## src/common/srh_cfg.svh

```systemverilog
/*
 * constants of the read-handshake block: status byte layout, image size,
 * fresh-data timeout. assumes a 40 MHz system clock.
 */
`ifndef SRH_CFG_SVH
`define SRH_CFG_SVH
`define SRH_STATUS_OFFSET 8'h01
`define SRH_CNT_W 5
`define SRH_MAX_BYTES 5'h12
`define SRH_IMG_BYTES 18
`define SRH_FRESH_BIT 5
`define SRH_PEND_BIT 6
`define SRH_TOGGLE_BIT 7
`define SRH_STATUS_RESET 8'h00
`define SRH_CLK_HZ 40000000
`define SRH_FRESH_MS 500
`define SRH_FRESH_CYC ((`SRH_CLK_HZ / 1000) * `SRH_FRESH_MS)
`define SRH_TMO_W 25
`endif

```

## src/common/srh_pkg.sv

```systemverilog
/*
 * types of the read-handshake block.
 * assumes srh_cfg.svh is on the include path.
 */
package srh_pkg;
    typedef enum logic [1:0] {SRH_IDLE, SRH_WAIT_ACK} srh_state_t;
    typedef logic [7:0] srh_byte_t;
endpackage : srh_pkg

```

## src/common/srh_tmo_if.sv

```systemverilog
/*
 * interface between the handshake core and its fresh-data timer.
 * assumes one clock domain.
 */
`timescale 1ns/1ps
`default_nettype none
interface srh_tmo_if;
    logic start;
    logic expired;
    modport core (output start, input expired);
    modport timer (input start, output expired);
endinterface : srh_tmo_if
`default_nettype wire

```

## src/hw/srh_read_handshake.sv

```systemverilog
/*
 * read-handshake status byte of a serial-to-fieldbus slave: moves blocks
 * from the receive buffer into the input image, one per master ack.
 * assumes the receive buffer offers a whole block with its length, and
 * that the master toggles its ack bit after each read.
 */
// Operation
// - low five bits give valid byte count
// - fresh flag set on each block load
// - fresh flag clears after configurable timeout
// - pending flag mirrors receive buffer non-empty
// - toggle bit inverts on every block load
// - loads happen only while device ready
`timescale 1ns/1ps
`default_nettype none
`include "srh_cfg.svh"
module srh_read_handshake
    import srh_pkg::*;
#(
    parameter logic [`SRH_TMO_W-1:0] TIMEOUT_CYC = `SRH_TMO_W'(`SRH_FRESH_CYC)
) (
    input wire logic CLK_SYS,
    input wire logic SYS_RST,
    input wire logic DEV_READY,
    input wire logic READ_ACK,
    input wire logic RXB_VALID,
    input wire logic [`SRH_CNT_W-1:0] RXB_COUNT,
    input wire logic [8*`SRH_IMG_BYTES-1:0] RXB_DATA,
    input wire logic RXB_MORE,
    output logic RXB_POP,
    output logic [7:0] STATUS_BYTE,
    output logic [8*`SRH_IMG_BYTES-1:0] RX_DATA
);
    ////////////////////////////////////////////////////////////////////////
    srh_state_t state_r, state_nxt;
    logic [`SRH_CNT_W-1:0] cnt_r, cnt_nxt;
    logic [8*`SRH_IMG_BYTES-1:0] data_r, data_nxt;
    logic fresh_r, fresh_nxt;
    logic pend_r, pend_nxt;
    logic tog_r, tog_nxt;
    logic ack_seen_r, ack_seen_nxt;
    logic pop_r, pop_nxt;
    logic load;

    srh_tmo_if tmo_bus ();

    srh_fresh_timer #(.TIMEOUT_CYC(TIMEOUT_CYC)) u_timer (
        .clk(CLK_SYS),
        .rst(SYS_RST),
        .tmo(tmo_bus)
    );

    // a block is taken only when ready, idle and the buffer offers one
    assign load = (state_r == SRH_IDLE) && DEV_READY && RXB_VALID;
    assign tmo_bus.start = load;

    ////////////////////////////////////////////////////////////////////////
    always_comb begin
        state_nxt = state_r;
        cnt_nxt = cnt_r;
        data_nxt = data_r;
        fresh_nxt = fresh_r;
        tog_nxt = tog_r;
        ack_seen_nxt = ack_seen_r;
        pop_nxt = 1'b0;
        // buffer level is reported even when idle or not ready
        pend_nxt = RXB_MORE | (RXB_VALID & ~load);
        if (tmo_bus.expired) begin
            fresh_nxt = 1'b0;
        end
        unique case (state_r)
            SRH_IDLE: begin
                if (load) begin
                    // count, data, toggle and fresh flag change on the same edge: no torn data set
                    cnt_nxt = (RXB_COUNT > `SRH_MAX_BYTES) ?
                        `SRH_MAX_BYTES : RXB_COUNT;
                    data_nxt = RXB_DATA;
                    tog_nxt = ~tog_r;
                    fresh_nxt = 1'b1;
                    pop_nxt = 1'b1;
                    state_nxt = SRH_WAIT_ACK;
                end
            end
            SRH_WAIT_ACK: begin
                if (READ_ACK != ack_seen_r) begin
                    ack_seen_nxt = READ_ACK;
                    state_nxt = SRH_IDLE;
                end
            end
        endcase
        if (!DEV_READY) begin
            // leaving operation drops an outstanding wait; ack is resampled
            ack_seen_nxt = READ_ACK;
            state_nxt = SRH_IDLE;
        end
    end

    always_ff @(posedge CLK_SYS) begin
        if (SYS_RST) begin
            state_r <= SRH_IDLE;
            cnt_r <= '0;
            data_r <= '0;
            fresh_r <= 1'b0;
            pend_r <= 1'b0;
            tog_r <= 1'b0;
            ack_seen_r <= 1'b0;
            pop_r <= 1'b0;
        end else begin
            state_r <= state_nxt;
            cnt_r <= cnt_nxt;
            data_r <= data_nxt;
            fresh_r <= fresh_nxt;
            pend_r <= pend_nxt;
            tog_r <= tog_nxt;
            ack_seen_r <= ack_seen_nxt;
            pop_r <= pop_nxt;
        end
    end

    ////////////////////////////////////////////////////////////////////////
    assign STATUS_BYTE = {tog_r, pend_r, fresh_r, cnt_r};
    assign RX_DATA = data_r;
    assign RXB_POP = pop_r;
endmodule : srh_read_handshake
`default_nettype wire

```

## src/hw/srh_fresh_timer.sv

```systemverilog
/*
 * fresh-data timer: restarts on start, pulses expired once after the
 * configured time. assumes a synchronous active-high reset.
 */
`timescale 1ns/1ps
`default_nettype none
`include "srh_cfg.svh"
module srh_fresh_timer #(
    parameter logic [`SRH_TMO_W-1:0] TIMEOUT_CYC = `SRH_TMO_W'(`SRH_FRESH_CYC)
) (
    input wire logic clk,
    input wire logic rst,
    srh_tmo_if.timer tmo
);
    logic [`SRH_TMO_W-1:0] cnt_r;
    logic [`SRH_TMO_W-1:0] cnt_nxt;
    logic exp_r;
    logic exp_nxt;

    always_comb begin
        cnt_nxt = cnt_r;
        exp_nxt = 1'b0;
        if (tmo.start) begin
            cnt_nxt = TIMEOUT_CYC;
        end else if (cnt_r != '0) begin
            cnt_nxt = cnt_r - 1'b1;
            exp_nxt = (cnt_r == `SRH_TMO_W'(1));
        end
    end

    always_ff @(posedge clk) begin
        if (rst) begin
            cnt_r <= '0;
            exp_r <= 1'b0;
        end else begin
            cnt_r <= cnt_nxt;
            exp_r <= exp_nxt;
        end
    end

    assign tmo.expired = exp_r;
endmodule : srh_fresh_timer
`default_nettype wire

```

## config.mk

```make
export PLATFORM = sky130hd
export DESIGN_NAME = srh_read_handshake
export DESIGN_NICKNAME = d
export VERILOG_FILES = /design/src/common/srh_pkg.sv /design/src/common/srh_tmo_if.sv /design/src/hw/srh_read_handshake.sv /design/src/hw/srh_fresh_timer.sv
export VERILOG_INCLUDE_DIRS = /design/src /design/src/common
export SDC_FILE = /design/constraint.sdc
export NUM_CORES = 1
export LEC_CHECK = 0
export BUFFER_PORTS_ARGS = -buffer_cell sky130_fd_sc_hd__buf_2
export CORE_MARGIN = 4
export CORE_UTILIZATION = 45
export DETAILED_ROUTE_END_ITERATION = 6
export PLACE_DENSITY_LB_ADDON = 0.1
export SLEW_MARGIN = 20
export SYNTH_ARGS = -nofsm -noshare
export SYNTH_HDL_FRONTEND = slang
export SYNTH_HIERARCHICAL = 1
export SYNTH_SLANG_ARGS = --single-unit
export TNS_END_PERCENT = 1
```

## constraint.sdc

```tcl
create_clock -name CLK_SYS -period 2.6 [get_ports CLK_SYS]
set_input_delay 0.26 -clock CLK_SYS [delete_from_list [all_inputs] [get_ports CLK_SYS]]
set_output_delay 0.26 -clock CLK_SYS [all_outputs]
set_load 0.005 [all_outputs]
```

==> results.ini, run 1 <==
[clock_network]
clk_latency_ps = 420
post_cts_buffers = 0
cts_tree = built
clkSinkCount = 181
cts.repair.resized = 0
numCtsBuffers = 17
clk_pin_slew_ps = 60
h-tree-depth = 4
clock_tree.root_cell = clkbuf_16
hold_buffers = 0
clockBufferDepth = 2

[sta]
setup_tns_ps = 0
min_period_ps = 2430
setup_viol = 0
drv_slew = 0
fin_skew_ps = 7.464
rsz0062_at_grt = no
max_freq_ghz = 0.4115
timing.hold.ws_ps = 64.84
max_slew_margin = 0.5696
worst_slew_pin_slew_ps = 645.5
finalCritPeriodShare = 0.9347
hold_viol_final = 0

[critical_path]
r2r-start = u_timer/cnt_r[2]
crit_start = u_timer/cnt_r[2]
crit_fanout = 11
startpoint_type = register
cp-end-kind = register
cpPeakStageDelay_ps = 670
worst_ep_required_time_ps = 2960
worstSetupPathType = reg -> reg
r2r_cells = 5
cp_slowest_cell = or4_1
rrSetupSlack_ps = 170
reg2reg_to = u_timer/cnt_r[14]
worstPathCellList = or4_1 -> or3_4 -> or4_1 -> or3_1 -> a21oi_1
worst-path-buf-inv = 0
worst_path_most_repeated_cell = or4_1
worstPathArrival_ps = 2790
crit_end = u_timer/cnt_r[14]
path_delay_family = simple AND/OR/NAND/NOR gates
cp_num_cells = 5

[global_route]
antenna_found_initial = 0
grt_pass1_vias = 5575
grt_max_degree = 152
grt-ovfl-total = 0
groute.usage.overall = 0.2063
grt_pass1_wl_mm = 28.15

[place]
post-dp-hpwl_mm = 13.00
place_congestion = 0.8502
dpl.cell_count = 1263
portBuffers = 307

[routing]
postRouteAntennaNets = 0
wirelength_mm = 18.80
viasPerCell = 4.944
via_count = 6403
drtPass1Iterations = 5
wl_per_cell_um = 14.52
met2_length_mm = 8.907
wl_met3_mm = 1.890
topRoutingLayerUsed = met4
wl_met1_mm = 7.585
drt_iter0_drc = 356
remaining_drc_errors = 0

[floorplan]
fp-row-count = 44
die_y_um = 130.3
ios = 308
die_w_um = 130.3
die-area_mm2 = 0.01698
start_util = 0.4614
coreArea_mm2 = 0.01459

[hold_path]
hold_class = in -> reg

[cells_and_area]
antenna_cells = 0
area_growth_pct = 30.95
nets = 1256
final_layout_size_suffix_gt1_frac = 0.3186
instances_no_fill = 1295

[synthesis]
ys_types = 39
synth_top_area_cell = dfxtp_1
ys_warn_count = 6
yosysSeqAreaShare = 0.5383
yosysTopAreaCellShare = 0.5383
syn_inst = 825
synth_fp_nets = 983
netlist_area_mm2 = 0.006731
avgSynthCellArea_um2 = 8.159
ys_ff_latch = 181
synthTopCellsByArea = dfxtp_1 (54%), nand2_1 (17%), a21oi_1 (12%), buf_6 (1.7%), or4_1 (1.6%)

[power]
p_per_area_mw_per_mm2 = 807.9
power.leakage_nw = 4.000
peakVddDrop_v = 0.0004638

[flow_run]
maxCapViolations = 0

[status]
status = finished, final reports clean

power by group:
group	total [W]	internal [W]	switching [W]
clock network	0.00254	0.00147	0.00107
logic	0.00141	0.000606	0.000801
registers	0.00317	0.00301	0.000169
total	0.00712	0.00508	0.00204
logic make-up after synthesis:
family,Yosys count,synth area share
buf+inv,67,0.05651
simple gates,370,0.2325
xor+xnor,7,0.009108
mux,4,0.005948
fa+ha+maj,3,0.005577
compound gates,193,0.1520
flops,181,0.5383
cells in the mapped netlist, drive strengths merged:
library cell,n
a211oi,1
a21oi,167
a31oi,3
and4,1
buf,34
clkbuf,27
clkinv,1
dfxtp,181
ha,3
inv,5
mux2i,4
nand2,297
nand2b,4
nand3,4
nand3b,4
nand4,2
nor2,14
nor2b,1
nor3,5
nor3b,2
nor4,8
o211ai,1
o21a,2
o21ai,6
o31a,2
o31ai,10
o41ai,1
or2,4
or3,9
or3b,1
or4,14
xnor2,3
xor2,4
metrics by stage:
step / setup slack, ps / power, W / area, µm² / utilization
after floorplan: 225.3 / 0.004209 / 6731 / -
after global placement: 203.8 / 0.004608 / 8230 / 0.5642
after detailed placement: 179.6 / 0.004627 / 8230 / 0.5642
after CTS: 165.5 / 0.007178 / 8815 / 0.6042
after global routing: 45.09 / 0.007500 / 8815 / 0.6042
final: 169.8 / 0.007121 / 8815 / 0.6042
worst reg2reg max path: cells and delay by family, from the launching register on:
kind            cells  cell delay (ps)
compound gates      1              140
flops               1              340
simple gates        4             1900
per-layer routing:
layer  GRT usage  vias to the layer above
met5           0                        -
met4     0.07641                        0
met2      0.3334                      230
met1      0.2549                     2867
met3     0.07204                       29
li1            -                     3277
placed cells by master (no fill, tap or decap), drive strengths merged, types with 5 or more instances in the layout:
cell    count
or4        14
or3         9
clkbuf     21
o31ai      10
o21ai       6
nor2       14
nand2     297
nor4        8
buf       315
nor3        5
dfxtp     181
a21oi     167
inv         8
flip-flops by register name, summed over array words and instances (netlist names):
register,count
ack_seen_r,1
u_timer/cnt_r,25
RX_DATA,144
fresh_r,1
u_timer/tmo.expired,1
cnt_r,5
state_r,1
RXB_POP,1
pend_r,1
tog_r,1
worst min-delay path by stage:
stage / start / endpoint / slack [ps] / cells after the start
final: RXB_MORE / pend_r / 60 / 3
after global routing: RXB_DATA[67] / RX_DATA[67] / 50 / 3
after detailed placement: RX_DATA[62] / RX_DATA[62] / 440 / 2
after global placement: cnt_r[2] / cnt_r[2] / 440 / 2
after floorplan: RXB_MORE / pend_r / 380 / 2
after CTS: RXB_DATA[95] / RX_DATA[95] / 50 / 3
area by class of cell:
| type | count | area, µm² |
|---|---|---|
| clock buffers | 21 | 460.4 |
| multi-input cells | 577 | 2728 |
| clock inverters | 11 | 123.9 |
| fillers | 1379 | 5774 |
| repair buffers | 315 | 1624 |
| inverters | 6 | 25.02 |
| flip-flops and latches | 181 | 3623 |
| well taps | 184 | 230.2 |
Power figures use the tool's default switching activity.
==> run 2, diff against run 1 <==
MAX_ROUTING_LAYER = met4   (was default)
PLACE_DENSITY = 0.77   (was default)
PLACE_DENSITY_LB_ADDON = default   (was 0.1)
==> results.ini, run 2 (same netlist as run 1, synthesis figures left out) <==
[sta]
max_freq_ghz = 0.4040  ; -1.8%
drv_slew = 0  ; unchanged
hold_viol_final = 0  ; unchanged
setup_viol = 0  ; unchanged
setup_tns_ps = 0  ; unchanged
fin_skew_ps = 6.980  ; -0.4845 ps
timing.hold.ws_ps = 53.95  ; -10.89 ps
rsz0062_at_grt = no
finalCritPeriodShare = 0.9520  ; +0.01728
worst_slew_pin_slew_ps = 714.3  ; +68.75 ps
min_period_ps = 2475  ; +44.93 ps
max_slew_margin = 0.5238  ; -0.04584

[floorplan]
die-area_mm2 = 0.01698  ; unchanged
fp-row-count = 44  ; unchanged
die_w_um = 130.3  ; unchanged
start_util = 0.4614  ; unchanged
ios = 308  ; unchanged
die_y_um = 130.3  ; unchanged
coreArea_mm2 = 0.01459  ; unchanged

[clock_network]
cts_tree = built
clk_latency_ps = 420  ; about the same
post_cts_buffers = 0  ; unchanged
clk_pin_slew_ps = 70  ; about the same
numCtsBuffers = 17  ; unchanged
clock_tree.root_cell = clkbuf_16
clkSinkCount = 181  ; unchanged
hold_buffers = 0  ; unchanged
clockBufferDepth = 2  ; unchanged
cts.repair.resized = 0  ; unchanged
h-tree-depth = 4  ; unchanged

[critical_path]
worstSetupPathType = reg -> reg
rrSetupSlack_ps = 120  ; -40 ps
reg2reg_to = u_timer/cnt_r[14]
worstPathArrival_ps = 2830  ; +40 ps
crit_end = u_timer/cnt_r[14]
worst_ep_required_time_ps = 2950  ; about the same
crit_start = u_timer/cnt_r[2]
cp-end-kind = register
r2r-start = u_timer/cnt_r[2]
r2r_cells = 5  ; unchanged
startpoint_type = register
crit_fanout = 11  ; unchanged

[power]
peakVddDrop_v = 0.0005421  ; +17%
p_per_area_mw_per_mm2 = 808.1  ; about the same
power.leakage_nw = 4.005  ; +0.12%

[routing]
drtPass1Iterations = 5  ; unchanged
via_count = 6503  ; +1.6%
drt_iter0_drc = 583  ; +64%
postRouteAntennaNets = 0  ; unchanged
viasPerCell = 5.018  ; +1.5%
wirelength_mm = 19.03  ; +1.2%
remaining_drc_errors = 0  ; unchanged
wl_per_cell_um = 14.68  ; +1.1%

[global_route]
grt-ovfl-total = 0  ; unchanged
grt_pass1_wl_mm = 28.48  ; +1.2%
grt_max_degree = 152  ; unchanged
antenna_found_initial = 1  ; +1
grt_pass1_vias = 5725  ; +2.7%
groute.usage.overall = 0.2161  ; +0.009808

[place]
dpl.cell_count = 1263  ; unchanged
place_congestion = 0.8833  ; +3.9%
portBuffers = 307  ; unchanged
post-dp-hpwl_mm = 13.29  ; +2.2%

[cells_and_area]
largest_register_ffs = 144  ; unchanged
multiInputGateArea_mm2 = 0.002728  ; unchanged
nets = 1256  ; unchanged
area_growth_pct = 31.00  ; about the same
instances_no_fill = 1296  ; +0.077%
n_fill_cell = 1281  ; -7.1%
final_common_cell = buf_2
seqCellArea_mm2 = 0.003623  ; unchanged
final_layout_size_suffix_gt1_frac = 0.3198  ; +0.001188
final_cell_mix = buf_2 (306), nand2_1 (297), dfxtp_1 (181)

[flow_run]
maxCapViolations = 0  ; unchanged

[hold_path]
hold_class = in -> reg

[status]
status = finished, final reports clean

-- run 2: cell types whose count changed in the layout (fill, tap and decap cells not counted), sizes merged --
cell,before,now
clkbuf,21,19
clkinv,4,7
clkinvlp,3,2
diode,0,2
inv,8,7
-- run 2: how the worst min path moves through the flow --
stage	from	end	cells after the start	slack, ps
finish	RXB_MORE	pend_r	3	50
global route	RXB_DATA[24]	RX_DATA[24]	3	60
detailed placement	RX_DATA[15]	RX_DATA[15]	2	440
floorplan	RXB_MORE	pend_r	2	380
CTS	RXB_MORE	pend_r	3	30
global placement	RX_DATA[79]	RX_DATA[79]	2	440
-- run 2: area by class of cell --
class	count	share of cell area
Multi-Input combinational cell	577	0.3093
Timing Repair Buffer	315	0.1842
Sequential cell	181	0.4109
Tap cell	184	0.02611
Inverter	6	0.002838
Clock inverter	12	0.01476
Clock buffer	19	0.05136
Antenna cell	2	0.0005675
-- run 2: power by group --
group | internal [W] | switching (W)
combinational | 0.000613 | 0.000817
clock | 0.00146 | 0.00105
sequential | 0.00301 | 0.000178
total | 0.00508 | 0.00205
-- run 2: metrics by stage --
step           utilization  total power [W]  area, µm²  worst slack (ps)
2_1_floorplan            -         0.004209       6731             225.3
3_3_place_gp        0.5642         0.004604       8230             204.4
3_5_place_dp        0.5642         0.004645       8230             168.8
4_1_cts             0.6041         0.007172       8813             146.6
5_1_grt             0.6043         0.007498       8816             38.23
6_report            0.6045         0.007126       8818             124.9
-- run 2: worst max-delay path: stages (launching register included) --
cell	delay [ps]
dfxtp_1	340
or4_1	690
or3_4	490
or4_1	430
or3_1	320
a21oi_1	140
-- run 2: per-layer routing --
| layer | routed length [µm] | track usage |
|---|---|---|
| met5 | 0 | - |
| met1 | 7587 | 0.2615 |
| met4 | 512 | 0.09413 |
| met2 | 9342 | 0.3431 |
| met3 | 1584 | 0.05321 |
